**src/hw/cbar_pkg.sv**
```systemverilog
// Package with register map, field positions, reset values and counts for the colour-bar generator.
// Operation
// (RULE1) Image is 640 pixels by 480 lines.
// (RULE2) Pixel word is 0xAA, red, green, blue.
// (RULE3) One link frame per video line.
// (RULE4) 480 frames per field, then repeat.
// (RULE5) Lower half mirrors upper half per bar.
// (RULE6) Each bar spans 32 pixels, one step each.
// (RULE7) 5-bit step counts up or down by half.
// (RULE8) Per-colour shifter places step in byte.
// (RULE9) Two-bit selections give black/25/50/100 percent.
// (RULE10) Column upper five bits address the bar.
// (RULE11) Twenty bars make one line payload.
// (RULE12) Direction toggles after every 240 frames.
// (RULE13) Software inserts fixed or varying idle clocks.
// (RULE14) Zero selection forces byte to zero.
// (RULE15) Pattern write reloads RAM, blocks streaming.
// (RULE16) Length throttle uses LFSR below setting.
// (RULE17) Word moves only when both readies low.
// (RULE18) Start flags first word, end flags last.
package cbar_pkg;
    localparam int unsigned ADDR_W = 8;
    localparam int unsigned FRAME_W = 36;
    localparam logic [7:0] OFF_CTRL = 8'h00;
    localparam logic [7:0] OFF_STATUS = 8'h04;
    localparam logic [7:0] OFF_PAT_FIRST = 8'h08;
    localparam logic [7:0] OFF_PAT_LAST = 8'h1c;
    localparam int CTRL_RUN_BIT = 0;
    localparam int CTRL_LEN_ON_BIT = 1;
    localparam int CTRL_GAP_ON_BIT = 2;
    localparam int CTRL_LEN_LSB = 4;
    localparam int STAT_BUSY_BIT = 0;
    localparam int STAT_DIR_BIT = 1;
    localparam int STAT_PEND_LSB = 4;
    localparam int STAT_ROW_LSB = 16;
    localparam int FLAG_SOF_BIT = 35;
    localparam int FLAG_SOP_BIT = 34;
    localparam int FLAG_EOP_BIT = 33;
    localparam int FLAG_EOF_BIT = 32;
    localparam logic [31:0] CTRL_RESET = 32'h0000_0000;
    localparam logic [31:0] PAT_MASK = 32'hffff_f000;
    // Order: red high, red low, green high, green low, blue high, blue low; bar 0 at bit 31.
    localparam logic [31:0] PAT_RESET [0:5] = '{32'hf0f0_f000, 32'hcccc_c000, 32'hff00_f000,
                                                 32'haaaa_a000, 32'h0ff0_f000, 32'h5555_5000};
    localparam logic [7:0] PIXEL_TAG = 8'haa;
    localparam logic [9:0] COL_LAST = 10'h27f;
    localparam logic [8:0] ROW_LAST = 9'h1df;
    localparam logic [8:0] ROW_HALF_LAST = 9'h0ef;
    localparam logic [4:0] STEP_LAST = 5'h1f;
    localparam logic [4:0] BAR_COUNT = 5'h14;
    localparam logic [4:0] UPD_LAST = 5'h13;
    localparam logic [3:0] LFSR_SEED = 4'h1;
    localparam logic [1:0] RESP_OKAY = 2'h0;
    localparam logic [1:0] RESP_SLVERR = 2'h2;
    typedef enum logic [0:0] {UPD_IDLE = 1'b0, UPD_RUN = 1'b1} upd_state_t;
endpackage

```
**src/hw/pix_stream_if.sv**
```systemverilog
// Interface carrying framed pixel words from the generator into the output buffer.
interface pix_stream_if;
    logic valid;
    logic ready;
    logic [35:0] data;
    modport src (output valid, output data, input ready);
    modport snk (input valid, input data, output ready);
endinterface

```
**src/hw/colorbar_pattern_generator.sv**
```systemverilog
// Colour-bar pattern generator top with AXI4-Lite registers and framed pixel link.
//
// Local design decisions: the address map and the AXI4-Lite slave port.
module colorbar_pattern_generator (
    input wire logic aclk,
    input wire logic aresetn,
    input wire logic [7:0] s_axi_awaddr,
    input wire logic [2:0] s_axi_awprot,
    input wire logic s_axi_awvalid,
    output logic s_axi_awready,
    input wire logic [31:0] s_axi_wdata,
    input wire logic [3:0] s_axi_wstrb,
    input wire logic s_axi_wvalid,
    output logic s_axi_wready,
    output logic [1:0] s_axi_bresp,
    output logic s_axi_bvalid,
    input wire logic s_axi_bready,
    input wire logic [7:0] s_axi_araddr,
    input wire logic [2:0] s_axi_arprot,
    input wire logic s_axi_arvalid,
    output logic s_axi_arready,
    output logic [31:0] s_axi_rdata,
    output logic [1:0] s_axi_rresp,
    output logic s_axi_rvalid,
    input wire logic s_axi_rready,
    output logic [31:0] pix_data,
    output logic frame_start_low,
    output logic payload_first_low,
    output logic payload_last_low,
    output logic frame_end_low,
    output logic source_ready_low,
    input wire logic dest_ready_low
);
    typedef struct packed {
        logic awready;
        logic wready;
        logic bvalid;
        logic [1:0] bresp;
        logic aw_got;
        logic w_got;
        logic [7:0] waddr;
        logic [31:0] wdata;
        logic [3:0] wstrb;
        logic arready;
        logic rvalid;
        logic [1:0] rresp;
        logic [31:0] rdata;
        logic [31:0] ctrl;
        logic [5:0][31:0] pat;
        logic [2:0][19:0][1:0] ram;
        logic [2:0] pend;
        cbar_pkg::upd_state_t ust;
        logic [1:0] ucol;
        logic [4:0] ucnt;
        logic [9:0] col;
        logic [8:0] row;
        logic dir;
        logic [3:0] lfsr;
        logic gap;
    } gen_state_t;

    gen_state_t st_ff;
    gen_state_t nxt_st;
    pix_stream_if gen_s ();
    logic [4:0] gen_bar;
    logic [4:0] gen_step;
    logic [2:0][1:0] gen_sel;
    logic [2:0][7:0] gen_byte;
    logic [3:0] throttle_length_setting;
    logic throttle_length_on;
    logic throttle_ok;
    logic upd_busy;
    logic gen_push;
    logic first_word;
    logic last_word;
    logic buf_valid;
    logic [35:0] buf_data;

    // Merges a write into an old register value under the byte strobes.
    function automatic logic [31:0] merge_bytes(input logic [31:0] old_v, input logic [31:0] new_v,
                                                input logic [3:0] strb);
        logic [31:0] res;
        res = old_v;
        for (int b = 0; b < 4; b++)
        begin
            if (strb[b])
            begin
                res[8*b +: 8] = new_v[8*b +: 8];
            end
        end
        return res;
    endfunction

    // True for an aligned address inside the six pattern registers.
    function automatic logic is_pat(input logic [7:0] a);
        return (a >= cbar_pkg::OFF_PAT_FIRST) && (a <= cbar_pkg::OFF_PAT_LAST) && (a[1:0] == 2'h0);
    endfunction

    // Bar index and gradient step come straight from the column counter.
    assign gen_bar = st_ff.col[9:5]; // RULE10
    assign gen_step = st_ff.dir ? ~st_ff.col[4:0] : st_ff.col[4:0]; // RULE7 RULE6 RULE5

    // One shifter per colour; code zero means the colour is off.
    for (genvar c = 0; c < 3; c++)
    begin : g_colour
        logic [7:0] shifted;
        assign gen_sel[c] = st_ff.ram[c][gen_bar]; // RULE9
        assign shifted = {3'h0, gen_step} << gen_sel[c]; // RULE8
        assign gen_byte[c] = (gen_sel[c] == 2'h0) ? 8'h00 : shifted; // RULE14
    end

    // Throttle: the length mode wins if software enables both, which it should not.
    assign throttle_length_on = st_ff.ctrl[cbar_pkg::CTRL_LEN_ON_BIT];
    assign throttle_length_setting = st_ff.ctrl[cbar_pkg::CTRL_LEN_LSB +: 4];
    always_comb
    begin
        if (throttle_length_on)
        begin
            throttle_ok = st_ff.lfsr < throttle_length_setting; // RULE16
        end
        else if (st_ff.ctrl[cbar_pkg::CTRL_GAP_ON_BIT])
        begin
            throttle_ok = st_ff.gap; // RULE13
        end
        else
        begin
            throttle_ok = 1'b1;
        end
    end

    // Offer a word only while running, not reloading and not throttled.
    assign upd_busy = (st_ff.ust == cbar_pkg::UPD_RUN);
    assign first_word = (st_ff.col == 10'h000);
    assign last_word = (st_ff.col == cbar_pkg::COL_LAST);
    assign gen_s.valid = st_ff.ctrl[cbar_pkg::CTRL_RUN_BIT] && !upd_busy && throttle_ok; // RULE15
    assign gen_s.data = {first_word, first_word, last_word, last_word,
                         cbar_pkg::PIXEL_TAG, gen_byte[0], gen_byte[1], gen_byte[2]}; // RULE2 RULE18 RULE3
    assign gen_push = gen_s.valid && gen_s.ready;

    // Next-state logic for the bus slave, pattern reload and pixel counters.
    always_comb
    begin
        nxt_st = st_ff;
        if (throttle_length_on)
        begin
            nxt_st.lfsr = {st_ff.lfsr[2:0], st_ff.lfsr[3] ^ st_ff.lfsr[2]};
        end
        nxt_st.gap = !st_ff.gap;
        if (gen_push)
        begin
            if (last_word)
            begin
                nxt_st.col = 10'h000; // RULE11
                nxt_st.row = (st_ff.row == cbar_pkg::ROW_LAST) ? 9'h000 : st_ff.row + 9'h001; // RULE4 RULE1
                if ((st_ff.row == cbar_pkg::ROW_HALF_LAST) || (st_ff.row == cbar_pkg::ROW_LAST))
                begin
                    nxt_st.dir = !st_ff.dir; // RULE12
                end
            end
            else
            begin
                nxt_st.col = st_ff.col + 10'h001;
            end
        end
        // Reload sequencer walks one colour's twenty entries, lowest colour first.
        case (st_ff.ust)
            cbar_pkg::UPD_IDLE:
            begin
                if (st_ff.pend != 3'h0)
                begin
                    nxt_st.ucol = st_ff.pend[0] ? 2'h0 : (st_ff.pend[1] ? 2'h1 : 2'h2);
                    nxt_st.pend[nxt_st.ucol] = 1'b0;
                    nxt_st.ucnt = 5'h00;
                    nxt_st.ust = cbar_pkg::UPD_RUN;
                end
            end
            cbar_pkg::UPD_RUN:
            begin
                nxt_st.ram[st_ff.ucol][st_ff.ucnt] = {st_ff.pat[{st_ff.ucol, 1'b0}][5'h1f - st_ff.ucnt],
                                                      st_ff.pat[{st_ff.ucol, 1'b1}][5'h1f - st_ff.ucnt]}; // RULE15
                if (st_ff.ucnt == cbar_pkg::UPD_LAST)
                begin
                    nxt_st.ust = cbar_pkg::UPD_IDLE;
                end
                else
                begin
                    nxt_st.ucnt = st_ff.ucnt + 5'h01;
                end
            end
            default:
            begin
                nxt_st.ust = cbar_pkg::UPD_IDLE;
            end
        endcase
        // Write channel: address and data are taken in either order, then applied together.
        if (s_axi_awvalid && st_ff.awready)
        begin
            nxt_st.aw_got = 1'b1;
            nxt_st.waddr = s_axi_awaddr;
        end
        if (s_axi_wvalid && st_ff.wready)
        begin
            nxt_st.w_got = 1'b1;
            nxt_st.wdata = s_axi_wdata;
            nxt_st.wstrb = s_axi_wstrb;
        end
        if (s_axi_bvalid && s_axi_bready)
        begin
            nxt_st.bvalid = 1'b0;
        end
        if (st_ff.aw_got && st_ff.w_got && !st_ff.bvalid)
        begin
            nxt_st.aw_got = 1'b0;
            nxt_st.w_got = 1'b0;
            nxt_st.bvalid = 1'b1;
            nxt_st.bresp = cbar_pkg::RESP_OKAY;
            if (st_ff.waddr == cbar_pkg::OFF_CTRL)
            begin
                nxt_st.ctrl = merge_bytes(st_ff.ctrl, st_ff.wdata, st_ff.wstrb);
            end
            else if (is_pat(st_ff.waddr))
            begin
                // A write arriving while its colour is taken still leaves the pending bit set.
                nxt_st.pat[3'((st_ff.waddr - cbar_pkg::OFF_PAT_FIRST) >> 2)] =
                    merge_bytes(st_ff.pat[3'((st_ff.waddr - cbar_pkg::OFF_PAT_FIRST) >> 2)],
                                st_ff.wdata, st_ff.wstrb) & cbar_pkg::PAT_MASK;
                nxt_st.pend[2'((st_ff.waddr - cbar_pkg::OFF_PAT_FIRST) >> 3)] = 1'b1; // RULE15
            end
            else if (st_ff.waddr != cbar_pkg::OFF_STATUS)
            begin
                nxt_st.bresp = cbar_pkg::RESP_SLVERR;
            end
        end
        nxt_st.awready = !nxt_st.aw_got && !nxt_st.bvalid;
        nxt_st.wready = !nxt_st.w_got && !nxt_st.bvalid;
        // Read channel: one read at a time, answered on the cycle after the address is taken.
        if (s_axi_rvalid && s_axi_rready)
        begin
            nxt_st.rvalid = 1'b0;
            nxt_st.arready = 1'b1;
        end
        if (s_axi_arvalid && st_ff.arready)
        begin
            nxt_st.arready = 1'b0;
            nxt_st.rvalid = 1'b1;
            nxt_st.rresp = cbar_pkg::RESP_OKAY;
            nxt_st.rdata = 32'h0000_0000;
            if (s_axi_araddr == cbar_pkg::OFF_CTRL)
            begin
                nxt_st.rdata = st_ff.ctrl;
            end
            else if (s_axi_araddr == cbar_pkg::OFF_STATUS)
            begin
                nxt_st.rdata[cbar_pkg::STAT_BUSY_BIT] = upd_busy;
                nxt_st.rdata[cbar_pkg::STAT_DIR_BIT] = st_ff.dir;
                nxt_st.rdata[cbar_pkg::STAT_PEND_LSB +: 3] = st_ff.pend;
                nxt_st.rdata[cbar_pkg::STAT_ROW_LSB +: 9] = st_ff.row;
            end
            else if (is_pat(s_axi_araddr))
            begin
                nxt_st.rdata = st_ff.pat[3'((s_axi_araddr - cbar_pkg::OFF_PAT_FIRST) >> 2)];
            end
            else
            begin
                nxt_st.rresp = cbar_pkg::RESP_SLVERR;
            end
        end
    end

    // State register; the bar RAM resets to the same contents as the pattern registers.
    always_ff @(posedge aclk)
    begin
        if (!aresetn)
        begin
            st_ff <= '0;
            st_ff.awready <= 1'b1;
            st_ff.wready <= 1'b1;
            st_ff.arready <= 1'b1;
            st_ff.ctrl <= cbar_pkg::CTRL_RESET;
            st_ff.lfsr <= cbar_pkg::LFSR_SEED;
            st_ff.ust <= cbar_pkg::UPD_IDLE;
            for (int r = 0; r < 6; r++)
            begin
                st_ff.pat[r] <= cbar_pkg::PAT_RESET[r];
            end
            for (int c = 0; c < 3; c++)
            begin
                for (int n = 0; n < 20; n++)
                begin
                    st_ff.ram[c][n] <= {cbar_pkg::PAT_RESET[2*c][31-n], cbar_pkg::PAT_RESET[2*c+1][31-n]};
                end
            end
        end
        else
        begin
            st_ff <= nxt_st;
        end
    end

    // The buffer keeps a stalled word so a link hold-off loses nothing.
    two_entry_buffer u_buf (
        .aclk(aclk),
        .aresetn(aresetn),
        .in_s(gen_s),
        .out_valid(buf_valid),
        .out_ready(!dest_ready_low), // RULE17
        .out_data(buf_data)
    );

    assign s_axi_awready = st_ff.awready;
    assign s_axi_wready = st_ff.wready;
    assign s_axi_bvalid = st_ff.bvalid;
    assign s_axi_bresp = st_ff.bresp;
    assign s_axi_arready = st_ff.arready;
    assign s_axi_rvalid = st_ff.rvalid;
    assign s_axi_rresp = st_ff.rresp;
    assign s_axi_rdata = st_ff.rdata;
    assign pix_data = buf_data[31:0];
    assign frame_start_low = !buf_data[cbar_pkg::FLAG_SOF_BIT];
    assign payload_first_low = !buf_data[cbar_pkg::FLAG_SOP_BIT];
    assign payload_last_low = !buf_data[cbar_pkg::FLAG_EOP_BIT];
    assign frame_end_low = !buf_data[cbar_pkg::FLAG_EOF_BIT];
    assign source_ready_low = !buf_valid;

    // Link-side checks.
    tag_byte_a: assert property (@(posedge aclk) disable iff (!aresetn) // RULE2
        !source_ready_low |-> pix_data[31:24] == 8'haa) else $error("pixel tag byte wrong");
    flag_pair_a: assert property (@(posedge aclk) disable iff (!aresetn) // RULE18
        !source_ready_low |-> (frame_start_low == payload_first_low) && (frame_end_low == payload_last_low))
        else $error("frame and payload flags disagree");
    link_hold_a: assert property (@(posedge aclk) disable iff (!aresetn) // RULE17
        (!source_ready_low && dest_ready_low) |=> !source_ready_low && $stable(pix_data) && $stable(payload_last_low))
        else $error("word changed while stalled");
    // Counter, pattern and throttle checks.
    count_range_a: assert property (@(posedge aclk) disable iff (!aresetn) // RULE1
        st_ff.col <= 10'h27f && st_ff.row <= 9'h1df) else $error("pixel counters out of range");
    line_wrap_a: assert property (@(posedge aclk) disable iff (!aresetn) // RULE4
        (gen_push && st_ff.col == 10'h27f) |=> st_ff.col == 10'h000 && st_ff.row != $past(st_ff.row))
        else $error("line end did not advance row");
    half_dir_a: assert property (@(posedge aclk) disable iff (!aresetn) // RULE12
        st_ff.dir == (st_ff.row >= 9'h0f0)) else $error("gradient direction wrong for half");
    step_walk_a: assert property (@(posedge aclk) disable iff (!aresetn) // RULE7
        (gen_push && !st_ff.dir && st_ff.col[4:0] != 5'h1f) |=> gen_step == $past(gen_step) + 5'h01)
        else $error("step did not count up");
    full_bright_a: assert property (@(posedge aclk) disable iff (!aresetn) // RULE9
        (gen_push && gen_sel[1] == 2'h3 && gen_step == 5'h1f) |-> gen_byte[1] == 8'hf8)
        else $error("full brightness byte wrong");
    bar_limit_a: assert property (@(posedge aclk) disable iff (!aresetn) // RULE11
        gen_bar < 5'h14) else $error("bar index beyond twenty");
    reload_block_a: assert property (@(posedge aclk) disable iff (!aresetn) // RULE15
        $rose(upd_busy) |-> (upd_busy && !gen_push)[*8] ##13 !upd_busy) else $error("reload length or block wrong");
    zero_len_a: assert property (@(posedge aclk) disable iff (!aresetn) // RULE16
        (throttle_length_on && throttle_length_setting == 4'h0) |-> !gen_push) else $error("zero length let data out");
endmodule

```
**src/hw/two_entry_buffer.sv**
```systemverilog
// Two-entry buffer between the pixel source and the link pins.
module two_entry_buffer (
    input wire logic aclk,
    input wire logic aresetn,
    pix_stream_if.snk in_s,
    output logic out_valid,
    input wire logic out_ready,
    output logic [35:0] out_data
);
    typedef struct packed {
        logic out_vld;
        logic skd_vld;
        logic in_rdy;
        logic [35:0] out_dat;
        logic [35:0] skd_dat;
    } buf_state_t;

    buf_state_t st_ff;
    buf_state_t nxt_st;
    logic take_in;
    logic drain;

    // The second entry catches the word taken while the output stalls, so ready may lag by one cycle.
    assign take_in = in_s.valid && st_ff.in_rdy;
    assign drain = out_ready || !st_ff.out_vld;

    always_comb
    begin
        nxt_st = st_ff;
        if (drain)
        begin
            if (st_ff.skd_vld)
            begin
                nxt_st.out_vld = 1'b1;
                nxt_st.out_dat = st_ff.skd_dat;
                nxt_st.skd_vld = 1'b0;
            end
            else
            begin
                nxt_st.out_vld = take_in;
                if (take_in)
                begin
                    nxt_st.out_dat = in_s.data;
                end
            end
        end
        else if (take_in)
        begin
            nxt_st.skd_vld = 1'b1;
            nxt_st.skd_dat = in_s.data;
        end
        nxt_st.in_rdy = !nxt_st.skd_vld;
    end

    // Output word and its valid stay put until the link takes them.
    always_ff @(posedge aclk)
    begin
        if (!aresetn)
        begin
            st_ff <= '0;
            st_ff.in_rdy <= 1'b1;
        end
        else
        begin
            st_ff <= nxt_st;
        end
    end

    assign in_s.ready = st_ff.in_rdy;
    assign out_valid = st_ff.out_vld;
    assign out_data = st_ff.out_dat;
endmodule

```
**config.mk**
```make
export PLATFORM = sky130hd
export DESIGN_NAME = colorbar_pattern_generator
export DESIGN_NICKNAME = d
export VERILOG_FILES = /design/src/hw/cbar_pkg.sv /design/src/hw/pix_stream_if.sv /design/src/hw/colorbar_pattern_generator.sv /design/src/hw/two_entry_buffer.sv
export SDC_FILE = /design/constraint.sdc
export NUM_CORES = 1
export LEC_CHECK = 0
export BUFFER_PORTS_ARGS = -buffer_cell sky130_fd_sc_hd__buf_2
export CAP_MARGIN = 20
export CORE_ASPECT_RATIO = 1.4
export CORE_MARGIN = 3
export CORE_UTILIZATION = 55
export DETAILED_ROUTE_END_ITERATION = 7
export PLACE_DENSITY = 0.8
export SLEW_MARGIN = 10
export SYNTH_ARGS = -nofsm -noshare
export SYNTH_HDL_FRONTEND = slang
export SYNTH_SLANG_ARGS = --single-unit
```
**constraint.sdc**
```tcl
create_clock -name aclk -period 2.9 [get_ports aclk]
set_input_delay 0.58 -clock aclk [delete_from_list [all_inputs] [get_ports aclk]]
set_output_delay 0.58 -clock aclk [all_outputs]
set_load 0.03 [all_outputs]
```
==> PnR_summary.wiki <==
{| class="wikitable"
! Metric !! Value
|-
| Run status || finished, final reports clean
|-
| Sequential share of the synthesized area || 40.6%
|-
| Share of flip-flops with an asynchronous set or reset || 0%
|-
| Number of cells traversed by the worst register-to-register path || 9
|-
| CTS clk-pin slew, worst paths || 0.06 ns
|-
| DRC violation count after routing || 0
|-
| Width of the die || 176 um
|-
| Iteration-0 DRC count of the detailed router || 1801
|-
| Yosys cell types || 63
|-
| Worst hold slack || 0.245 ns
|-
| Fin nets || 2652
|-
| DIE AREA || 42800 um^2
|-
| Later-pin clock latency in the skew report || 0.57 ns
|-
| Static Leak || 9.95 nW
|-
| Area taken by flip-flops and latches || 9020 um^2
|-
| Hold path startpoint || s_axi_wdata[19]
|-
| Origin of the critical flop-to-flop path || st_ff[30]$_SDFFE_PN0P_
|-
| Start-to-end type of the worst setup path || reg2reg
|-
| Count of state elements after synthesis || 450
|-
| Max-cap violations || 0
|-
| Area growth syn-to-layout || 12.2%
|-
| Time the worst path needs with I/O delays and setup || 2.89 ns
|-
| Cell count after placement || 3048
|-
| Master cell of the clock root buffer || sky130_fd_sc_hd__clkbuf_16
|-
| Required time worst endpoint || 3.31 ns
|-
| Vias || 19800
|-
| Hold violation total from the final report || 0
|-
| H-tree lvl count || 2
|-
| Pin count of the biggest net entering global routing || 155
|-
| Max Fclk || 346 MHz
|-
| Hold depth || 3
|-
| Crit-path slowest cell || sky130_fd_sc_hd__mux4_2
|-
| Number of buffers added by the clock tree synthesis step || 45
|-
| Vias in the first global route || 19500
|-
| Warnings from Yosys || 0
|-
| Sinks on Clock Net || 450
|-
| Arrival time of data at the critical path endpoint || 3.30 ns
|-
| Detailed-route wire length per cell || 20.8 um
|-
| Port buffer count || 131
|-
| Initial antenna violation count || 0
|-
| Combined area of the multi-input logic cells || 11700 um^2
|-
| Setup crit start || st_ff[30]$_SDFFE_PN0P_
|-
| Filler cells || 3189
|-
| Core Rows || 86
|-
| Final setup skew || 0.0154 ns
|-
| Fin. max-slew vios || 0
|-
| Delay of the slowest critical-path stage || 0.55 ns
|-
| Total length of routed wires || 65300 um
|-
| Most frequent cells in the layout || 444 x sky130_fd_sc_hd__dfxtp_1, 320 x sky130_fd_sc_hd__nor2_1, 302 x sky130_fd_sc_hd__nand2_1, 260 x sky130_fd_sc_hd__a21oi_1, 179 x sky130_fd_sc_hd__mux2i_1
|-
| Most used flip-flop cell after synthesis || sky130_fd_sc_hd__dfxtp_1
|-
| Final cell utilization of the core || 62.8%
|-
| Post-synthesis area per instance || 8.69 um^2
|-
| Floorplan Core Area || 39600 um^2
|-
| First-pass GRT wire length || 103000 um
|-
| Fraction of layout cells with a size suffix above 1 || 17.6%
|-
| Number of search-and-repair iterations in the first detailed-routing pass || 7
|-
| Maximum count of clock buffers along a single path || 3
|-
| Number of antenna repair diodes || 0
|-
| RSZ-0062 raised after global routing || true
|-
| Critical Path Source Type || flip-flop
|-
| Last weighted congestion value of the routability-driven placer || 0.959
|-
| Count of non-filler cells in the finished layout || 3138
|-
| Starting utilization of the core area || 56.0%
|-
| Post-synth design cell area || 22200 um^2
|-
| Slew at the pin closest to its max-slew limit || 0.950 ns
|-
| Worst slew margin || 36.5%
|-
| Number of ports placed on the die boundary || 144
|-
| Number of enable-type register cells in the synthesized netlist || 0
|-
| Number of vias per cell after detailed routing || 6.31
|-
| Largest fanout on the critical path || 12
|-
| Fin crit share || 99.6%
|-
| GRT Resource Usage Total || 29.5%
|-
| Type of element capturing the critical path || flip-flop
|-
| Die height || 244 um
|-
| Type of the worst min-delay path || in2reg
|-
| GRT overflow || 0
|-
| Residual antenna-violating net count after detailed routing || 0
|-
| Finish-stage setup viols || 0
|-
| Cells traversed along the worst timing path || buf_12, mux2_4, mux4_2, mux4_2, and2_4, a211o_4, buf_12, mux2i_1, nand2_1
|-
| CTS tree || done
|-
| Max IR drop VDD || 0.595 mV
|-
| Post-Synthesis Cells || 2552
|-
| Post-detailed-placement half-perimeter wirelength || 44100 um
|-
| Pwr/cell area || 522 nW/um^2
|-
| Most common cell after layout, fill and taps aside || sky130_fd_sc_hd__dfxtp_1
|}
-- sequential cells by signal (all words and copies together), names as in the netlist, 5 cells and up --
name / count
u_buf.out_data: 27
u_buf.st_ff: 28
st_ff: 348
s_axi_rdata: 32
gen_bar: 5
-- timing repair --
action | 4_1_cts | 5_1_grt
resized for setup | 11 | 16
setup buffers | 4 | 1
hold endpoints to repair | 0 | 0
gates cloned | 0 | 1
pin swaps | 2 | 3
hold buffers | 0 | 0
setup endpoints to repair | 55 | 59
-- layout make-up --
cell class                      instances  area share [%]
Clock inverter                         23           0.875
Multi-Input combinational cell       1784            47.2
Tap cell                              528            2.66
Inverter                               44           0.684
Clock buffer                           61            5.05
Timing Repair Buffer                  248            7.25
Sequential cell                       450            36.3
-- final timing paths --
check	to	slack, ns
worst max-delay path	st_ff[130]$_SDFFE_PN1P_	0.01
worst min-delay path	st_ff[439]$_SDFFE_PN0P_	0.24
worst min register to register	st_ff[0]$_SDFF_PN0_	0.42
worst max register to register	st_ff[130]$_SDFFE_PN1P_	0.01
-- metal layers --
layer	global-route usage [%]	routed length [um]	vias to the layer above	share of wire [%]
li1	-	-	9004	-
met5	0	0	-	0
met1	33.2	22900	9404	35
met4	20.9	5410	0	8.3
met2	50.3	31700	1077	49
met3	5.32	5220	322	8.0
-- cell families (layout without fill, tap and decap cells) --
kind of cell / Yosys count / count (layout) / synth area share [%]
buf+inv: 323 / 376 / 6.99
simple gates: 833 / 833 / 16.1
compound gates: 622 / 622 / 16.6
other cells: 1 / 6 / 0.0169
xor+xnor: 21 / 21 / 0.829
flops: 450 / 450 / 40.6
mux: 289 / 289 / 18.1
fa+ha+maj: 13 / 13 / 0.734
-- power by group --
part,internal [W],switching (W)
combinational,0.000276,0.000541
clock,0.00333,0.00251
sequential,0.00625,0.0000864
total,0.00986,0.00314
-- worst max-delay path: cells and delay by family, from the launching register on --
family | cells | cell delay, ns
buffers and inverters | 2 | 0.30
AO/OA/AOI/OAI | 1 | 0.32
AND/OR/NAND/NOR | 2 | 0.25
multiplexers | 4 | 1.49
flip-flops | 1 | 0.36
-- synth_stat cells (all sizes together), types with 17 or more instances --
cell type	count	area, um^2
o211ai	72	541
buf	118	781
clkbuf	161	604
o22ai	41	257
nor3	46	230
nor2	322	1210
a221oi	20	175
nand2	302	1130
mux4	88	1980
nand3	45	225
nor2b	17	106
inv	41	154
dfxtp	450	9010
a21oi	263	1320
o21ai	154	771
nand2b	25	156
mux2	17	191
mux2i	184	1840
-- stage by stage --
stage / worst slack, ns / total power (W) / instance area, um^2 / TNS (ns)
after CTS: 0.000206 / 0.0130 / 24800 / 0
after detailed placement: -0.107 / 0.00727 / 23200 / -1.64
after global placement: -0.0683 / 0.00725 / 23200 / -0.631
after floorplan: 0.0604 / 0.00700 / 22200 / 0
after global routing: -0.0309 / 0.0133 / 24900 / -0.0642
final: 0.0121 / 0.0130 / 24900 / 0
No activity file was read; power rests on OpenSTA's default activity.
